### src/design/clock_tree_consts.svh
`ifndef CLOCK_TREE_CONSTS_SVH
`define CLOCK_TREE_CONSTS_SVH

// Sizes of the clock tree
`define PERIPH_COUNT      17
`define OUT_CLOCK_COUNT   2
`define FREQ_WIDTH        16
`define CNT_WIDTH         11

// Timing counts, in slow or bus clock ticks
`define OSC_UNIT_CYCLES   11'h008
`define FREQ_WINDOW_LAST  4'hf
`define BUS_SETTLE_TICKS  2'h2

// Reset values
`define PLL_SETTLE_RESET  6'h3f

`endif

### src/design/clock_tree_pkg.sv
package clock_tree_pkg;

`include "clock_tree_consts.svh"

    // Clock source codes, shared by bus clock and output clocks
    typedef enum logic [1:0] {
        SRC_SLOW  = 2'b00,
        SRC_MAIN  = 2'b01,
        SRC_PLL_A = 2'b10,
        SRC_PLL_B = 2'b11
    } clk_src_e;

    typedef enum logic [1:0] {
        FM_IDLE  = 2'b00,
        FM_COUNT = 2'b01,
        FM_DONE  = 2'b10
    } freq_fsm_e;

    // Loop configuration; source_sel and usb_clock_ratio apply to one loop each
    typedef struct packed {
        logic        source_sel;
        logic [1:0]  usb_clock_ratio;
        logic [10:0] multiplier;
        logic [1:0]  range_sel;
        logic [5:0]  settle_cycles;
        logic [7:0]  input_divider;
    } pll_cfg_s;

    typedef struct packed {
        logic [1:0] core_to_bus_ratio;
        logic [2:0] power_of_two_divide;
        clk_src_e   clock_source_select;
    } bus_cfg_s;

    typedef struct packed {
        logic [2:0] power_of_two_divide;
        clk_src_e   clock_source_select;
    } out_cfg_s;

    typedef struct packed {
        logic [1:0] output_clock_ready;
        logic       main_bus_clock_ready;
        logic       pll_b_locked_flag;
        logic       pll_a_locked_flag;
        logic       freq_measure_done;
        logic       osc_stable_flag;
    } clk_status_s;

    typedef struct packed {
        logic [5:0] cnt;
        logic       tick;
    } div_state_s;

    typedef struct packed {
        logic [2:0]                 slow_sync;
        logic [2:0]                 main_sync;
        logic                       osc_en;
        logic [`CNT_WIDTH-1:0]      osc_cnt;
        freq_fsm_e                  fm;
        logic [3:0]                 freq_slow;
        logic [`FREQ_WIDTH-1:0]     freq_cnt;
        pll_cfg_s                   pll_a;
        pll_cfg_s                   pll_b;
        logic [5:0]                 lock_a_cnt;
        logic [5:0]                 lock_b_cnt;
        logic [1:0]                 pump;
        bus_cfg_s                   bus;
        logic [1:0]                 bus_settle;
        out_cfg_s [1:0]             out_cfg;
        logic [1:0]                 out_on;
        logic [1:0]                 out_pin;
        logic [`PERIPH_COUNT-1:0]   periph_state;
        logic [`PERIPH_COUNT-1:0]   periph_en;
        logic                       cpu_en;
        logic                       bus_en;
        logic                       usb_en;
        logic                       irq;
        clk_status_s                status;
    } ctrl_state_s;

    // True on the last tick of each group of 2**ratio ticks, at most 64 ticks (ratio 7 acts as 6)
    function automatic logic pow2_hit(input logic [5:0] cnt, input logic [2:0] ratio);
        logic [6:0] span;
        span = (7'h01 << ratio) - 7'h01;
        return (cnt & span[5:0]) == span[5:0];
    endfunction : pow2_hit

    // Down counter step: {done, next}; done on the tick that ends the wait
    function automatic logic [`CNT_WIDTH:0] countdown(input logic [`CNT_WIDTH-1:0] cnt);
        logic done;
        done = (cnt <= `CNT_WIDTH'(1));
        return {done, done ? {`CNT_WIDTH{1'b0}} : cnt - `CNT_WIDTH'(1)};
    endfunction : countdown

    function automatic logic pick_source(input clk_src_e sel, input logic slow,
                                         input logic main, input logic a, input logic b);
        case (sel)
            SRC_SLOW:  return slow;
            SRC_MAIN:  return main;
            SRC_PLL_A: return a;
            default:   return b;
        endcase
    endfunction : pick_source

endpackage : clock_tree_pkg

### src/design/clk_pow2_div.sv
`timescale 1ns/1ps
module clk_pow2_div
    import clock_tree_pkg::*;
(
    // Clock and reset
    input  wire logic       sys_clk_i,
    input  wire logic       srst_i,
    // Tick in, ratio as power of two
    input  wire logic       clear_i,
    input  wire logic       tick_i,
    input  wire logic [2:0] ratio_i,
    // Divided tick
    output logic            tick_o
);

    div_state_s st;
    div_state_s next_st;

    // Count incoming ticks; clear restarts the group
    always_comb begin
        next_st      = st;
        next_st.tick = 1'b0;
        if (clear_i) begin
            next_st.cnt = '0;
        end else if (tick_i) begin
            next_st.tick = pow2_hit(st.cnt, ratio_i);
            next_st.cnt  = st.cnt + 6'h01;
        end
    end

    always_ff @(posedge sys_clk_i) begin
        if (srst_i) begin
            st <= '0;
        end else begin
            st <= next_st;
        end
    end

    assign tick_o = st.tick;
endmodule : clk_pow2_div

### src/design/clock_tree_setup_control.sv
`timescale 1ns/1ps
`include "clock_tree_consts.svh"
module clock_tree_setup_control
    import clock_tree_pkg::*;
(
    // Clock and reset
    input  wire logic                     sys_clk_i,
    input  wire logic                     srst_i,
    // Clock sources: pins asynchronous, loop ticks local enables
    input  wire logic                     low_speed_clock_i,
    input  wire logic                     main_clock_i,
    input  wire logic                     first_loop_clock_tick_i,
    input  wire logic                     second_loop_clock_tick_i,
    // Oscillator control
    input  wire logic                     osc_ctrl_wr_i,
    input  wire logic                     osc_enable_i,
    input  wire logic [7:0]               osc_startup_count_i,
    // Loop configuration
    input  wire logic                     pump_current_wr_i,
    input  wire logic [1:0]               pump_current_sel_i,
    input  wire logic                     loop_a_wr_i,
    input  wire pll_cfg_s                 loop_a_cfg_i,
    input  wire logic                     loop_b_wr_i,
    input  wire pll_cfg_s                 loop_b_cfg_i,
    // Bus clock configuration
    input  wire logic                     bus_clock_wr_i,
    input  wire bus_cfg_s                 bus_clock_cfg_i,
    // Output clock configuration and masks
    input  wire logic [1:0]               output_clock_wr_i,
    input  wire out_cfg_s [1:0]           output_clock_cfg_i,
    input  wire logic [1:0]               output_clock_on_i,
    input  wire logic [1:0]               output_clock_off_i,
    // Peripheral clock masks
    input  wire logic [`PERIPH_COUNT-1:0] periph_clock_on_i,
    input  wire logic [`PERIPH_COUNT-1:0] periph_clock_off_i,
    // Interrupt enables, one per status flag
    input  wire clk_status_s              irq_enable_i,
    // Status
    output clk_status_s                   status_o,
    output logic [`FREQ_WIDTH-1:0]        measured_freq_count_o,
    output logic [1:0]                    output_clock_state_o,
    output logic [`PERIPH_COUNT-1:0]      periph_clock_state_o,
    output logic                          irq_o,
    // Loop settings to the analog loops
    output pll_cfg_s                      loop_a_cfg_o,
    output pll_cfg_s                      loop_b_cfg_o,
    output logic [1:0]                    pump_current_sel_o,
    // Generated clock enables and pins
    output logic                          cpu_clk_en_o,
    output logic                          bus_clk_en_o,
    output logic                          usb_clk_en_o,
    output logic [`PERIPH_COUNT-1:0]      periph_clk_en_o,
    output logic [1:0]                    output_clock_pin_o
);

    ctrl_state_s st;
    ctrl_state_s next_st;

    logic     slow_tick;
    logic     main_tick;
    logic     loop_a_run;
    logic     loop_b_run;
    logic     loop_a_tick;
    logic     loop_b_tick;
    logic     src_tick;
    logic     cpu_tick;
    logic     bus_tick;
    logic     usb_tick;
    logic     bus_change;
    clk_src_e eff_src;
    logic [1:0] out_src_tick;
    logic [1:0] out_tick;

    // Edges of synchronised pins; stage 0 feeds only stage 1
    assign slow_tick  = st.slow_sync[1] & ~st.slow_sync[2];
    assign main_tick  = st.main_sync[1] & ~st.main_sync[2];

    // A zero divider or multiplier holds the loop off
    assign loop_a_run  = (st.pll_a.multiplier != '0) && (st.pll_a.input_divider != '0);
    assign loop_b_run  = (st.pll_b.multiplier != '0) && (st.pll_b.input_divider != '0);
    assign loop_a_tick = first_loop_clock_tick_i & loop_a_run;
    assign loop_b_tick = second_loop_clock_tick_i & loop_b_run;

    assign bus_change = bus_clock_wr_i &&
        ((bus_clock_cfg_i.clock_source_select != st.bus.clock_source_select) ||
         (bus_clock_cfg_i.power_of_two_divide != st.bus.power_of_two_divide));

    // Fallback while the selected loop is unlocked
    always_comb begin
        eff_src = st.bus.clock_source_select;
        if (eff_src == SRC_PLL_A && !st.status.pll_a_locked_flag) begin
            eff_src = SRC_SLOW;
        end else if (eff_src == SRC_PLL_B && !st.status.pll_b_locked_flag) begin
            eff_src = SRC_MAIN;
        end
    end

    assign src_tick = pick_source(eff_src, slow_tick, main_tick, loop_a_tick, loop_b_tick);

    // Bus clock prescaler, then processor-to-bus ratio
    clk_pow2_div u_bus_power_of_two_divide (
        .sys_clk_i (sys_clk_i),
        .srst_i    (srst_i),
        .clear_i   (bus_clock_wr_i),
        .tick_i    (src_tick),
        .ratio_i   (st.bus.power_of_two_divide),
        .tick_o    (cpu_tick)
    );

    clk_pow2_div u_bus_ratio (
        .sys_clk_i (sys_clk_i),
        .srst_i    (srst_i),
        .clear_i   (bus_clock_wr_i),
        .tick_i    (cpu_tick),
        .ratio_i   ({1'b0, st.bus.core_to_bus_ratio}),
        .tick_o    (bus_tick)
    );

    // USB divider runs only from a locked loop B
    clk_pow2_div u_usb_div (
        .sys_clk_i (sys_clk_i),
        .srst_i    (srst_i),
        .clear_i   (!st.status.pll_b_locked_flag),
        .tick_i    (loop_b_tick),
        .ratio_i   ({1'b0, st.pll_b.usb_clock_ratio}),
        .tick_o    (usb_tick)
    );

    // Output clock dividers, held cleared while the output is off
    for (genvar g = 0; g < `OUT_CLOCK_COUNT; g++) begin : g_out
        assign out_src_tick[g] = pick_source(st.out_cfg[g].clock_source_select, slow_tick,
                                             main_tick, loop_a_tick, loop_b_tick);
        clk_pow2_div u_out_div (
            .sys_clk_i (sys_clk_i),
            .srst_i    (srst_i),
            .clear_i   (!st.out_on[g] || output_clock_wr_i[g]),
            .tick_i    (out_src_tick[g]),
            .ratio_i   (st.out_cfg[g].power_of_two_divide),
            .tick_o    (out_tick[g])
        );
    end

    // Whole control state, next value
    always_comb begin
        logic [`CNT_WIDTH:0] step;
        logic                loop_ok;
        step    = '0;
        loop_ok = 1'b0;
        next_st = st;
        next_st.slow_sync = {st.slow_sync[1:0], low_speed_clock_i};
        next_st.main_sync = {st.main_sync[1:0], main_clock_i};

        // Oscillator start-up wait; a new write restarts the measurement too
        if (osc_ctrl_wr_i) begin
            next_st.osc_en  = osc_enable_i;
            next_st.osc_cnt = `CNT_WIDTH'(osc_startup_count_i) * `OSC_UNIT_CYCLES;
            next_st.status.osc_stable_flag   = 1'b0;
            next_st.status.freq_measure_done = 1'b0;
            next_st.fm = FM_IDLE;
        end else if (st.osc_en && !st.status.osc_stable_flag && slow_tick) begin
            step = countdown(st.osc_cnt);
            next_st.osc_cnt = step[`CNT_WIDTH-1:0];
            next_st.status.osc_stable_flag = step[`CNT_WIDTH];
        end

        // Main clock measurement over a window of slow ticks
        case (st.fm)
            FM_IDLE: begin
                if (st.status.osc_stable_flag && slow_tick && !osc_ctrl_wr_i) begin
                    next_st.fm        = FM_COUNT;
                    next_st.freq_slow = '0;
                    next_st.freq_cnt  = '0;
                end
            end
            FM_COUNT: begin
                if (osc_ctrl_wr_i) begin
                    next_st.fm = FM_IDLE;
                end else begin
                    if (main_tick) begin
                        next_st.freq_cnt = st.freq_cnt + `FREQ_WIDTH'(1);
                    end
                    if (slow_tick) begin
                        next_st.freq_slow = st.freq_slow + 4'h1;
                        if (st.freq_slow == `FREQ_WINDOW_LAST) begin
                            next_st.fm = FM_DONE;
                            next_st.status.freq_measure_done = 1'b1;
                        end
                    end
                end
            end
            FM_DONE: begin
            end
            default: begin
                next_st.fm = FM_IDLE;
            end
        endcase

        if (pump_current_wr_i) begin
            next_st.pump = pump_current_sel_i;
        end

        // Loop A: any write drops lock and reloads the settle wait
        if (loop_a_wr_i) begin
            next_st.pll_a      = loop_a_cfg_i;
            next_st.lock_a_cnt = loop_a_cfg_i.settle_cycles;
            next_st.status.pll_a_locked_flag = 1'b0;
        end else if (!st.status.pll_a_locked_flag && loop_a_run && slow_tick) begin
            step = countdown(`CNT_WIDTH'(st.lock_a_cnt));
            next_st.lock_a_cnt = step[5:0];
            next_st.status.pll_a_locked_flag = step[`CNT_WIDTH];
        end

        // Loop B, same scheme
        if (loop_b_wr_i) begin
            next_st.pll_b      = loop_b_cfg_i;
            next_st.lock_b_cnt = loop_b_cfg_i.settle_cycles;
            next_st.status.pll_b_locked_flag = 1'b0;
        end else if (!st.status.pll_b_locked_flag && loop_b_run && slow_tick) begin
            step = countdown(`CNT_WIDTH'(st.lock_b_cnt));
            next_st.lock_b_cnt = step[5:0];
            next_st.status.pll_b_locked_flag = step[`CNT_WIDTH];
        end

        // Bus clock: a changed source or prescaler waits for new ticks
        if (bus_clock_wr_i) begin
            next_st.bus = bus_clock_cfg_i;
        end
        if (bus_change) begin
            next_st.bus_settle = `BUS_SETTLE_TICKS;
            next_st.status.main_bus_clock_ready = 1'b0;
        end else if (bus_tick && st.bus_settle != '0) begin
            step = countdown(`CNT_WIDTH'(st.bus_settle));
            next_st.bus_settle = step[1:0];
        end
        loop_ok = !((next_st.bus.clock_source_select == SRC_PLL_A &&
                     !next_st.status.pll_a_locked_flag) ||
                    (next_st.bus.clock_source_select == SRC_PLL_B &&
                     !next_st.status.pll_b_locked_flag));
        if (!loop_ok) begin
            next_st.status.main_bus_clock_ready = 1'b0;
        end else if (!bus_change && next_st.bus_settle == '0) begin
            next_st.status.main_bus_clock_ready = 1'b1;
        end

        // Output clocks; disable wins when both mask bits are set
        for (int i = 0; i < `OUT_CLOCK_COUNT; i++) begin
            if (output_clock_wr_i[i]) begin
                next_st.out_cfg[i] = output_clock_cfg_i[i];
            end
            if (output_clock_on_i[i]) begin
                next_st.out_on[i] = 1'b1;
            end
            if (output_clock_off_i[i]) begin
                next_st.out_on[i] = 1'b0;
            end
            if (!next_st.out_on[i]) begin
                next_st.out_pin[i] = 1'b0;
                next_st.status.output_clock_ready[i] = 1'b0;
            end else if (out_tick[i]) begin
                next_st.out_pin[i] = ~st.out_pin[i];
                next_st.status.output_clock_ready[i] = 1'b1;
            end
        end

        // Peripheral gates act on whole bus ticks only, so no runt pulse
        next_st.periph_state = (st.periph_state | periph_clock_on_i) & ~periph_clock_off_i;
        next_st.periph_en    = next_st.periph_state & {`PERIPH_COUNT{bus_tick}};
        next_st.cpu_en       = cpu_tick;
        next_st.bus_en       = bus_tick;
        next_st.usb_en       = usb_tick;
        next_st.irq          = |(next_st.status & irq_enable_i);
    end

    always_ff @(posedge sys_clk_i) begin
        if (srst_i) begin
            st <= '0;
            st.pll_a.settle_cycles <= `PLL_SETTLE_RESET;
            st.pll_b.settle_cycles <= `PLL_SETTLE_RESET;
            st.status.main_bus_clock_ready <= 1'b1;
        end else begin
            st <= next_st;
        end
    end

    // Outputs straight from state
    assign status_o              = st.status;
    assign measured_freq_count_o = st.freq_cnt;
    assign output_clock_state_o  = st.out_on;
    assign periph_clock_state_o  = st.periph_state;
    assign irq_o                 = st.irq;
    assign loop_a_cfg_o          = st.pll_a;
    assign loop_b_cfg_o          = st.pll_b;
    assign pump_current_sel_o    = st.pump;
    assign cpu_clk_en_o          = st.cpu_en;
    assign bus_clk_en_o          = st.bus_en;
    assign usb_clk_en_o          = st.usb_en;
    assign periph_clk_en_o       = st.periph_en;
    assign output_clock_pin_o    = st.out_pin;
endmodule : clock_tree_setup_control

### config.mk
export PLATFORM = sky130hd
export DESIGN_NAME = clock_tree_setup_control
export DESIGN_NICKNAME = d
export VERILOG_FILES = /design/src/design/clock_tree_pkg.sv /design/src/design/clk_pow2_div.sv /design/src/design/clock_tree_setup_control.sv
export VERILOG_INCLUDE_DIRS = /design/src /design/src/design
export SDC_FILE = /design/constraint.sdc
export NUM_CORES = 1
export LEC_CHECK = 0
export BUFFER_PORTS_ARGS = -buffer_cell sky130_fd_sc_hd__buf_2
export CORE_ASPECT_RATIO = 1.75
export CORE_MARGIN = 1
export CORE_UTILIZATION = 48
export DETAILED_ROUTE_END_ITERATION = 10
export PLACE_DENSITY = 0.77
export SLEW_MARGIN = 20
export SYNTH_ARGS = -nofsm -noshare
export SYNTH_HDL_FRONTEND = slang
export SYNTH_HIERARCHICAL = 1
export SYNTH_SLANG_ARGS = --single-unit
### constraint.sdc
create_clock -name sys_clk_i -period 2.1 [get_ports sys_clk_i]
set_clock_uncertainty 0.15 [all_clocks]
set_input_delay 0.105 -clock sys_clk_i [delete_from_list [all_inputs] [get_ports sys_clk_i]]
set_output_delay 0.105 -clock sys_clk_i [all_outputs]
set_load 0.02 [all_outputs]
==> results, run 1 <==
- The startpoint identified for the worst register-to-register timing path is loop_a_cfg_o[26].
- The number of nets with antenna violations after routing is 0.
- The overall power consumption is 9.99 mW.
- The worst hold endpoint is g_out[0].u_out_div/st[1].
- Walking the worst path, the cells encountered are nor4_2, nand3_2, and3_4, mux4_2, buf_6, mux2i_1, nor2_1.
- In the routed design, unresolved DRC markers number 0.
- The synthesized design contains 217 register bits.
- For this design, the slowest cell found on the critical path is sky130_fd_sc_hd__mux4_2.
- The multiplexer share of the synthesized area is 0.0875.
- The cell type group with the largest total delay on the critical path is simple AND/OR/NAND/NOR gates.
- The most repeated cell in the gate-level netlist after synthesis is sky130_fd_sc_hd__dfxtp_1.
- The H-tree depth is 1.
- Setup repair after global routing could not meet its margin everywhere.
- The checks that failed: negative setup slack.
- The number of global-route vias before repair is 9654.
- Buffers inserted during clock tree synthesis total 21.
- For this run, the post-layout net count is 1639.
- The mapped cell area is slightly below 0.01 mm².
- Along the worst hold path, the cell count comes to 4.
- The area share of the leading cell type in the synthesized netlist is 0.439.
- The synthesized-area fraction occupied by ao, oa, aoi and oai cells came to 0.0981.
- Of the synthesized area, sequential elements account for 0.439.
- From left edge to right edge, the die measures 111 µm.
- In the post-synthesis netlist, the biggest area contributors are sky130_fd_sc_hd__dfxtp_1, sky130_fd_sc_hd__buf_4, sky130_fd_sc_hd__mux2i_1.
- The top flip-flop cell by instance count after synthesis is sky130_fd_sc_hd__dfxtp_1.
- Headroom to the max-slew limit came out at 0.474.
- At the pin with the least slew margin, the transition time is 0.788 ns.
- The worst setup path is launched from a flop.
- Of the total synthesized cell area, the portion taken by full adders, half adders and majority gates is 0.0164.
- The initial antenna violation count is 3.
- The final setup TNS is -0.583 ns.
- The endpoint identified for the worst register-to-register timing path is g_out[0].u_out_div/st[2].
- The largest net degree at the start of global routing is 57.
- The distinct cell type count of the synthesized netlist is 60.
- Clock-pin slew was measured on the worst setup and hold paths at 0.07 ns.
- 273 I/O pins were placed.
- The number of pins with negative max-slew slack in the final report is 0.
- At the placement stage, the worst setup path has a slack of -0.221 ns.
- The clock net sink count is 217.
- The largest total area in the synthesized netlist belongs to sky130_fd_sc_hd__dfxtp_1.
- Of the total synthesized cell area, the portion taken by XOR and XNOR cells is 0.0354.
- For this run, the slowest stage of the critical path takes 0.55 ns.
- After detailed routing, the average wire length per cell comes to 17.4 µm.
- Timing would allow up to ~460 MHz.
- VDD sags by at most slightly below 0.8 mV.
- During placement, the flow inserted port buffers numbering 272.
- The height of the die is roughly 190 µm.
- For this block, the initial DRC count from the detailed router was between 600 and 700.
- Across every metal layer, demand over resource in global routing totals 0.280.
- The flow ran to the end, but the final reports show violations.
- After synthesis, the most frequently instantiated cells are sky130_fd_sc_hd__dfxtp_1, sky130_fd_sc_hd__nor2_1, sky130_fd_sc_hd__buf_4.
- Of the available clock period, the critical path in the final layout requires 1.04.
- The core region is 0.0203 mm².
- The source-to-sink clock delay at the later pin of the worst-skew pair is 0.50 ns.
- The number of enable-type register cells in the synthesized netlist is 0.
- The arrival time at the worst endpoint is 2.42 ns.
- The path category of the worst min-delay check is input pin to flop.
- Clock tree synthesis selected as its root buffer the cell sky130_fd_sc_hd__clkbuf_16.
- The CTS tree is built.
- Once detailed placement completed, the half-perimeter wirelength came to 19200 µm.
- The power density relative to cell area is between 700 and 800 mW/mm².
- The required time at the endpoint of the critical path is roughly 2.3 ns.
- The worst hold slack is 0.0417 ns.
- The initialized floorplan defines 69 standard-cell rows.
- The via-per-instance ratio is between 5 and 6.
- The worst setup path is captured at a flop.
- The number of cell instances on the worst register-to-register path is 7.
- The number of buffers on the longest clock path is 3.
- The worst hold path begins at output_clock_wr_i[0].
- The congestion estimate from routability-driven global placement came to 0.909.
- After layout, the minimum clock period comes to 2.19 ns.
- Setup violations remaining at the end of the flow were counted as 10.
- The fraction of final layout cells with drive strength greater than 1 is 0.297.
- Summed over all layers, the routed wires come to between 30000 and 40000 µm.
- Relative to the synthesized area, the layout overhead comes to 40.5%.
- The combinational family with the most area after synthesis is simple AND/OR/NAND/NOR gates.
- The number of cells on the critical path is 7.
- Summed over all cells, the static leakage comes to 6.26 nW.
- The sum of overflow across all layers after global routing is 0.
- The count of maximum capacitance violations is 0.
- Dividing the synthesized area by the synthesized cell count gives 9.11 µm².
- The top fanout value on the critical path is 6.
- The first global-routing pass estimated 47800 µm of wire.
- The initial utilization of the core area, before any placement, comes to 0.488.
- The startpoint-to-endpoint class of the critical path is flop to flop.
- The die covers between 0.02 and 0.025 mm².
- The first TritonRoute pass finished after 5 iterations.
- Across all register-to-register paths, the minimum setup slack is -0.09 ns.
- The smallest setup slack after layout is -0.0874 ns.
- The routed layout has 9316 vias.
- The synthesis warning total is 6.
- For this run, asynchronously set or reset flops after synthesis account for 0.
- The synthesized netlist cell count is 1087.
- The hold violation count in the final report is 0.
- Of the total synthesized cell area, the portion taken by AND, OR, NAND and NOR gates is 0.195.
- The number of buffers and inverters on the critical path is 1.
-- layout by cell type (no fill, tap or decap), drive strengths merged, types with 21 or more instances in the layout --
master	count
a21oi	31
buf	340
clkbuf	28
dfxtp	217
dlygate4sd3	197
inv	31
mux2i	82
nand2	28
nand4	21
nor2	189
nor3	45
nor4	31
o21ai	22
o21bai	22
xor2	24
-- worst max path at each step --
stage                          start  slack [ns]                        to
floorplan           loop_b_cfg_o[18]       -0.02  g_out[0].u_out_div/st[4]
global placement     loop_a_cfg_o[0]       -0.16  g_out[0].u_out_div/st[5]
detailed placement   loop_a_cfg_o[0]       -0.22  g_out[0].u_out_div/st[5]
CTS                 loop_a_cfg_o[16]       -0.09  g_out[0].u_out_div/st[5]
global route        loop_a_cfg_o[26]       -0.19  g_out[0].u_out_div/st[2]
finish              loop_a_cfg_o[26]       -0.09  g_out[0].u_out_div/st[2]
-- cell families after synthesis --
kind of cell | Yosys count
AOI/OAI and AO/OA | 134
xor gates and xnor gates | 40
adders and majority gates | 13
buffers and inverters | 206
DFF | 217
muxes | 84
other | 1
and+or+nand+nor | 392
-- repair_timing --
item                                    4_1_cts  5_1_grt
resized for setup                            10       39
pin swaps                                     5       19
hold buffers                                198        0
endpoints found under the setup margin       21       40
endpoints found under the hold margin       155        0
buffers inserted                              2        3
-- where the power goes --
group | total (mW) | internal, mW | leakage (nW) | switching [mW]
clock network | 4.06 | 2.47 | 0.360 | 1.59
logic | 1.53 | 0.797 | 4.12 | 0.732
registers | 4.41 | 4.27 | 1.78 | 0.140
-- tightest hold or removal path, delay by kind of cell --
| family | cells | cell delay, ns |
|---|---|---|
| buffers and inverters | 1 | 0.17 |
| AND/OR/NAND/NOR | 3 | 0.37 |
-- through the flow --
stage / area, µm² / cells / utilization
after floorplan: 9930 / 1092 / -
after global placement: 11000 / 1502 / 0.540
after detailed placement: 11000 / 1502 / 0.540
after CTS: 13700 / 1738 / 0.677
after global routing: 13900 / 1743 / 0.686
final: 13900 / 1743 / 0.686
-- routing by layer --
metal  vias to the layer above  track usage  part of all wire
li1                       4398            -                 -
met1                      4409        0.287              0.36
met2                       391        0.544              0.53
met3                       118       0.0435             0.055
met4                         0        0.137             0.051
met5                         -            0                 0
-- sequential cells by signal (all words and copies together) (netlist names), 2 cells and up --
name and count:
output_clock_pin_o 2, status_o 7, u_usb_div/st 6, next_st 4, u_bus_ratio/st 6, g_out.u_out_div/st 12, measured_freq_count_o 16, st 51
loop_b_cfg_o 30, output_clock_state_o 2, g_out.u_out_div/tick_o 2, pump_current_sel_o 2, u_bus_power_of_two_divide/st 6, loop_a_cfg_o 30, periph_clock_state_o 17, periph_clk_en_o 17
-- area by class of cell --
| cell class | count | area, µm² |
|---|---|---|
| antenna | 2 | 5.00 |
| clock buffer | 28 | 592 |
| clock inverter | 8 | 146 |
| fill | 1435 | 6380 |
| inverter | 33 | 124 |
| multi-input combinational | 669 | 4480 |
| sequential | 217 | 4360 |
| tap | 248 | 310 |
| timing repair buffer | 538 | 3890 |
Note: power is estimated with default switching activity, not from simulation.
==> inputs of run 2 (changes only) <==
--- a/config.mk
+++ b/config.mk
@@ -9,11 +9,10 @@
 export BUFFER_PORTS_ARGS = -buffer_cell sky130_fd_sc_hd__buf_2
 export CORE_ASPECT_RATIO = 1.75
 export CORE_MARGIN = 1
-export CORE_UTILIZATION = 48
+export CORE_UTILIZATION = 47
 export DETAILED_ROUTE_END_ITERATION = 10
-export PLACE_DENSITY = 0.77
+export PLACE_DENSITY = 0.76
 export SLEW_MARGIN = 20
 export SYNTH_ARGS = -nofsm -noshare
 export SYNTH_HDL_FRONTEND = slang
-export SYNTH_HIERARCHICAL = 1
 export SYNTH_SLANG_ARGS = --single-unit
==> run 2 against run 1 <==
Compared with the run above:
- the flow still finishes with violations (negative setup slack)
- critical path depth unchanged
- flip-flop and latch count decreased by 6
- via count decreased by 3.3%
- routed wire length decreased by 8.8%
- clock-buffer cell count increased by 2
- global-route usage decreased by 2.8 points
- clock power decreased by 13%
- combinational power about the same
- final area decreased by 3.3%
- die area about the same
- maximum frequency increased by 2.3%
- largest cell class unchanged
==> results, run 2 <==
- The detailed placement HPWL is 17600 µm (-8.0%).
- The power density relative to cell area is 693 mW/mm² (-3.5%).
- The source-to-sink clock delay at the later pin of the worst-skew pair is 0.49 ns (about the same).
- The CTS tree is built.
- The top flip-flop cell by instance count after synthesis is sky130_fd_sc_hd__dfxtp_1.
- The smallest setup slack after layout is -0.0391 ns (+0.0482 ns).
- The count of final setup violators came to 2 (-8).
- The final reports fail on negative setup slack.
- The number of pins with negative max-slew slack in the final report came to 0 (unchanged).
- The kind of capture point of the worst setup path is a flop.
- The x dimension of the die is 111 µm (about the same).
- By area the synthesized netlist is led by sky130_fd_sc_hd__dfxtp_1, sky130_fd_sc_hd__buf_4, sky130_fd_sc_hd__mux2i_1.
- The count of pins on the block boundary is 273 (unchanged).
- The H-tree depth is 1 (unchanged).
- By count the netlist is led by sky130_fd_sc_hd__dfxtp_1, sky130_fd_sc_hd__nor2_1, sky130_fd_sc_hd__buf_4.
- The min-delay analysis places its worst path in the category input pin to flop.
- The met1 global-route usage is 0.261 (-0.0261).
- The average detailed-routed wire length per instance was 16.1 µm (-7.7%).
- In this run the clock root is driven by a sky130_fd_sc_hd__clkbuf_16.
- The final layout net count is 1624 (-0.92%).
- The number of DRC violations after detailed-routing iteration 0 is 325 (-49%).
- The clock net sink count was 211 (-2.8%).
- The fraction of final layout cells with drive strength greater than 1 is 0.291 (-0.00567).
- The total via count after detailed routing came to 9006 (-3.3%).
- Leaving out fill and tap cells, the most frequent cell in the layout is sky130_fd_sc_hd__buf_2.
- Setup repair after global routing could not meet its margin everywhere.
- The slew at the pin closest to its max-slew limit came to 0.685 ns (-0.103 ns).
- The maximum clock frequency is 467 MHz (+2.3%).
- The height of the die is 192 µm (about the same).
- The post-placement cell count was 1498 (-0.27%).
- The global routing met3 resource utilization was 0.0407 (-0.00284).
- The hold violation count in the final report is 0 (unchanged).
- The worst supply voltage drop on vdd was 0.848 mV (+10%).
- The net count after synthesis is 1257.
- The starting density of the core was 0.478 (-0.0105).
- The overall power consumption came to 9.33 mW (-6.7%).
- The number of global-route vias before repair was 9110 (-5.6%).
- The required time at the endpoint of the critical path is 2.36 ns (+0.03 ns).
- The area of the multi-input gates is 0.00450 mm² (+0.45%).
- The arrival time at the worst endpoint is 2.40 ns (-0.02 ns).
- The top fanout value on the critical path came to 4 (-2).
- The global routing usage on met2 is 0.480 (-0.0640).
- The sum of overflow across all layers after global routing is 0 (unchanged).
- The library cells used most frequently in the layout, excluding fill and tap cells, are sky130_fd_sc_hd__buf_2, sky130_fd_sc_hd__dfxtp_1, sky130_fd_sc_hd__nor2_1, sky130_fd_sc_hd__dlygate4sd3_1, sky130_fd_sc_hd__mux2i_1.
- The flow ran to the end, but the final reports show violations.
- Yosys instantiated no cell more often than sky130_fd_sc_hd__dfxtp_1.
- The number of port buffers was 272 (unchanged).
- The total routing resource utilization after global routing is 0.251 (-0.0285).
- The area share of the leading cell type in the synthesized netlist is 0.436 (-0.00276).
- STA classifies the critical path startpoint as a flop.
- The number of nets with antenna violations after routing is 0 (unchanged).
- The total DRC errors in the routed layout is 0 (unchanged).
- The final setup TNS is -0.0521 ns (+0.531 ns).
- The part of the cycle the worst path needs is 1.02 (-0.0230).
- The number of detailed-routing iterations run before antenna repair is 4 (-1).
- The mapped cell area was 0.00969 mm² (-2.1%).
- The register area is 0.00424 mm² (-2.9%).
- The leakage power total came to 6.00 nW (-4.2%).
- The total number of placement rows came to 69 (unchanged).
- The count of maximum capacitance violations is 0 (unchanged).
- The layout filler cell count is 1507 (+5.0%).
- The initial antenna violation count is 1 (-2).
- The final standard cell count with taps included and fillers excluded is 1723 (-1.1%).
- The layout overhead on the synthesized area is 38.9%.
- The number of flip-flops under the largest register name came to 51 (unchanged).
- The number of buffers on the longest clock path was 3 (unchanged).
- The largest net degree at the start of global routing is 108 (+89%).
- The cell area after layout is 0.0135 mm² (-3.3%).
- The CTS clock-pin slew for the worst setup and hold paths is 0.06 ns (about the same).
- The worst-case headroom to the max-slew limit was 0.543 (+0.0685).
- The placed standard-cell area is 0.0107 mm² (-2.6%).
- The routability congestion estimate from global placement was 0.848 (-6.7%).
- The area of the core region came to 0.0203 mm² (unchanged).
- The synthesis warning total came to 0 (-6).
- The final critical path time including I/O delays and setup is 2.14 ns (-0.0482 ns).
- The part of the Yosys area used for sequential elements is 0.436 (-0.00276).
- The share of the core filled with cells is 0.663 (-0.0223).
- The register with the most flip-flops in the final layout is st.
- The via-per-instance ratio is 5.23 (-2.2%).
- The number of flip-flops and latches in the synthesized netlist is 211 (-2.8%).
- The number of buffers created by CTS came to 20 (-4.8%).
- The cell accounting for the most synthesized area is sky130_fd_sc_hd__dfxtp_1.
- The mean cell area of the mapped netlist came to 8.85 µm² (-2.9%).
- The startpoint-to-endpoint class of the critical path is flop to flop.
- The distinct cell type count of the synthesized netlist was 58 (-3.3%).
- The number of enable-type register cells in the synthesized netlist was 0 (unchanged).
- The peak-usage layer in the global routing report is met2.
- The first-pass GRT wire length came to 43700 µm (-8.7%).
- The die footprint is 0.0212 mm² (about the same).
- The share of async-settable or async-resettable flops after synthesis was 0 (unchanged).
- The wire length after detailed routing is 27700 µm (-8.8%).
- The synthesized netlist cell count is 1095 (+0.74%).
[run 2: worst paths after layout]
| path | startpoint | to | slack [ns] | depth (start not counted) |
|---|---|---|---|---|
| setup / recovery | st[172] | irq_o | -0.04 | 7 |
| hold / removal | irq_enable_i[2] | irq_o | 0.01 | 5 |
| setup reg to reg | st[172] | irq_o | -0.04 | 7 |
| hold reg to reg | u_usb_div.tick_o | usb_clk_en_o | 0.29 | 1 |
[run 2: cell type report]
type                    count  area share
multi-input cells         685       0.334
flip-flops and latches    211       0.315
repair buffers            516       0.272
clock buffers              30      0.0453
well taps                 248      0.0231
inverters                  28     0.00781
clock inverters             4     0.00214
diodes                      1    0.000186
[run 2: kinds of logic (layout without fill, tap and decap cells)]
| kind of cell | count (synthesis) | in the layout | synth area share |
|---|---|---|---|
| and+or+nand+nor | 426 | 426 | 0.213 |
| DFF | 211 | 211 | 0.436 |
| buffers and inverters | 199 | 578 | 0.126 |
| AOI/OAI and AO/OA | 122 | 122 | 0.0851 |
| muxes | 78 | 78 | 0.0806 |
| xor gates and xnor gates | 43 | 43 | 0.0389 |
| adders and majority gates | 16 | 16 | 0.0207 |
| other | 0 | 1 | 0 |
[run 2: repair_timing]
action / 4_1_cts / 5_1_grt
resized for setup: 4 / 60
cloned: 0 / 0
pin swaps: 9 / 20
setup endpoints to repair: 9 / 51
buffers inserted: 1 / 11
hold buffers: 178 / 1
hold endpoints to repair: 158 / 10
[run 2: worst max-delay path, cell delays in order (launching register included)]
cell and delay, ns:
sky130_fd_sc_hd__dfxtp_2 0.32, sky130_fd_sc_hd__or4_4 0.53, sky130_fd_sc_hd__nor4_4 0.33, sky130_fd_sc_hd__buf_4 0.20
sky130_fd_sc_hd__nand4_1 0.16, sky130_fd_sc_hd__o211ai_1 0.15, sky130_fd_sc_hd__a2111oi_2 0.05, sky130_fd_sc_hd__o22ai_1 0.16
[run 2: power by group]
part	switching, mW	leakage [nW]	total, mW	internal, mW
registers	0.122	1.73	4.27	4.15
clock network	1.54	0.308	3.55	2.01
logic	0.748	3.96	1.51	0.759
[run 2: stage by stage]
stage | hold slack [ns] | setup slack [ns]
2_1_floorplan | 0.0337 | 0.0359
3_3_place_gp | 0.135 | -0.0716
5_1_grt | 0.0297 | -0.110
4_1_cts | -0.189 | -0.0753
3_5_place_dp | 0.138 | -0.0731
6_report | 0.00963 | -0.0391
[run 2: routing by layer]
metal | share of wire | vias up
met2 | 0.54 | 301
met5 | 0 | -
li1 | - | 4380
met3 | 0.043 | 80
met1 | 0.38 | 4245
met4 | 0.044 | 0
==> inputs of run 3 (changes only) <==
==> constraint.sdc (replaced) <==
create_clock -name sys_clk_i -period 1.75 [get_ports sys_clk_i]
set_clock_uncertainty 0.15 [all_clocks]
set_input_delay 0.0875 -clock sys_clk_i [delete_from_list [all_inputs] [get_ports sys_clk_i]]
set_output_delay 0.0875 -clock sys_clk_i [all_outputs]
set_load 0.02 [all_outputs]
==> run 3 against run 2 <==
Compared with the run above:
- the flow still finishes with violations (negative setup slack)
- combinational power up 51%
- register-to-register slack got worse by 0.37 ns
- power is 24% higher
- cell count is 5.9% higher
- flip-flop and latch count stayed put
==> results, run 3 (synthesis gave the netlist of run 2 again) <==
- The H-tree depth is 1 (unchanged).
- The cell chosen for the clock root is sky130_fd_sc_hd__clkbuf_16.
- The first-pass GRT wire length is 48000 µm (+9.9%).
- The count of final setup violators is 52 (+50).
- The top fanout value on the critical path is 5 (+1).
- The minimum setup slack after placement is -0.393 ns (-0.320 ns).
- Setup repair after global routing could not meet its margin everywhere.
- The final reports fail on negative setup slack.
- The via-per-instance ratio is 5.32 (+1.7%).
- On the critical path, the stage with the largest delay is an instance of sky130_fd_sc_hd__or4_1.
- The flow ran to the end, but the final reports show violations.
- The final layout net count is 1725 (+6.2%).
- The total routing resource utilization after global routing came to 0.275 (+0.0242).
- The highest cell delay on the worst timing path came to 0.67 ns (+0.14 ns).
- Traced cell by cell, the critical path runs through buf_4, or4_1, buf_4, nor4_1, a221oi_2, nor3_1.
- The count of pins on the block boundary is 273 (unchanged).
- The arrival time at the worst endpoint was 2.42 ns (+0.02 ns).
- The slew at the pin closest to its max-slew limit was 0.604 ns (-0.0813 ns).
- The layout overhead on the synthesized area is 54.8%.
- The total number of placement rows is 69 (unchanged).
- The sum of overflow across all layers after global routing was 0 (unchanged).
- The fraction of final layout cells with drive strength greater than 1 is 0.409 (+0.118).
- The smallest setup slack after layout is -0.408 ns (-0.369 ns).
- The final setup TNS was -6.61 ns (-6.56 ns).
- The largest net degree at the start of global routing was 120 (+11%).
- The source-to-sink clock delay at the later pin of the worst-skew pair is 0.49 ns (about the same).
- The number of buffers created by CTS is 21 (+5.0%).
- The most common cell after layout, fill and taps aside is sky130_fd_sc_hd__buf_2.
- The hold violation count in the final report is 0 (unchanged).
- The number of global-route vias before repair is 10000 (+10%).
- The leakage power total came to 6.70 nW (+12%).
- The detailed placement HPWL was 18400 µm (+4.3%).
- The power density relative to cell area was 771 mW/mm² (+11%).
- The wire length after detailed routing is 31700 µm (+15%).
- The number of detailed-routing iterations run before antenna repair is 5 (+1).
- The number of flip-flops under the largest register name came to 51 (unchanged).
- The die footprint is 0.0212 mm² (unchanged).
- The required time at the endpoint of the critical path came to 2.01 ns (-0.35 ns).
- The height of the die was 192 µm (unchanged).
- The count of maximum capacitance violations came to 0 (unchanged).
- The share of the core filled with cells is 0.739 (+0.0758).
- The cell type group with the largest total delay on the critical path is simple AND/OR/NAND/NOR gates.
- The CTS clock-pin slew for the worst setup and hold paths is 0.07 ns (about the same).
- The kind of capture point of the worst setup path is a flop.
- The total via count after detailed routing is 9698 (+7.7%).
- The number of nets with antenna violations after routing is 0 (unchanged).
- The sum of buffers and inverters on the critical path is 2 (+1).
- The final critical path time including I/O delays and setup is 2.16 ns (+0.0190 ns).
- The area of the core region is 0.0203 mm² (unchanged).
- The flop-to-flop setup slack is -0.41 ns (-0.37 ns).
- The routability congestion estimate from global placement is 0.877 (+3.3%).
- The x dimension of the die is 111 µm (unchanged).
- The part of the cycle the worst path needs is 1.23 (+0.215).
- The register with the most flip-flops in the final layout is st.
- The most frequent cell on the critical path is sky130_fd_sc_hd__buf_4.
- The average detailed-routed wire length per instance was 17.4 µm (+8.2%).
- The startpoint-to-endpoint class of the critical path is flop to flop.
- The total DRC errors in the routed layout is 0 (unchanged).
- The number of DRC violations after detailed-routing iteration 0 was 467 (+44%).
- The path class of the tightest hold or removal check is input pin to flop.
- The number of buffers on the longest clock path came to 3 (unchanged).
- The maximum clock frequency came to 463 MHz (-0.88%).
- The worst supply voltage drop on vdd is 0.972 mV (+15%).
- The clock net sink count was 211 (unchanged).
- The worst-case headroom to the max-slew limit is 0.597 (+0.0547).
- The CTS tree is built.
- The number of pins with negative max-slew slack in the final report is 0 (unchanged).
- The starting density of the core came to 0.478 (unchanged).
- In the layout the commonest cells are sky130_fd_sc_hd__buf_2, sky130_fd_sc_hd__nor2_1, sky130_fd_sc_hd__dlygate4sd3_1, sky130_fd_sc_hd__dfxtp_1, sky130_fd_sc_hd__buf_4.
- The worst hold slack is 0.0195 ns (+0.00982 ns).
- The number of port buffers is 272 (unchanged).
- The initial antenna violation count is 2 (+1).
- The startpoint type of the worst setup path is a flop.
## run 3: cell types whose count changed in the layout (fill, tap and decap cells not counted), sizes merged
cell      previous run  this run
buf                338       437
clkbuf              30        31
clkinv               1         4
clkinvlp             2         0
diode                1         2
inv                 29        28
## run 3: routing by layer
metal  global-route usage  up-vias  part of all wire
met2                0.542      380              0.54
met3               0.0439      119             0.048
met4                0.145        0             0.049
li1                     -     4572                 -
met5                    0        -                 0
met1                0.273     4627              0.36
## run 3: area by class of cell
type	count	area (µm²)
flip-flops and latches	211	4270
fillers	1298	5290
repair buffers	616	4540
diodes	2	5.00
clock inverters	4	20.0
well taps	248	310
clock buffers	30	579
inverters	28	105
multi-input cells	685	5160
## run 3: through the flow
| stage | instance area [µm²] | total power [mW] | instances |
|---|---|---|---|
| 6_report | 15000 | 11.6 | 1824 |
| 4_1_cts | 14500 | 11.4 | 1815 |
| 3_5_place_dp | 11500 | 6.75 | 1593 |
| 2_1_floorplan | 9790 | 6.18 | 1095 |
| 3_3_place_gp | 11500 | 6.72 | 1593 |
| 5_1_grt | 15000 | 12.0 | 1824 |
## run 3: worst reg2reg max path: cells and delay by family, from the launching register on
family,cells,cell delay [ns]
buffers and inverters,2,0.35
and+or+nand+nor,3,1.16
AOI/OAI and AO/OA,1,0.10
DFF,1,0.31
## run 3: final timing paths
| check | from | endpoint | cells past startpoint |
|---|---|---|---|
| worst max-delay path | st[165] | st[173] | 6 |
| worst min-delay path | bus_clock_cfg_i[0] | st[59] | 7 |
| worst max register to register | st[165] | st[173] | 6 |
| worst min register to register | next_st[177] | next_st[178] | 1 |
## run 3: timing repair
item / in CTS / in global routing
hold buffers: 178 / 0
pin swaps: 78 / 77
cloned: 1 / 1
setup endpoints to repair: 61 / 79
gates resized for setup: 121 / 107
endpoints found under the hold margin: 170 / 0
setup buffers: 10 / 7
## run 3: power breakdown
| group | internal [mW] | switching [mW] |
|---|---|---|
| sequential | 4.99 | 0.148 |
| combinational | 1.17 | 1.11 |
| clock | 2.29 | 1.85 |
| total | 8.45 | 3.11 |
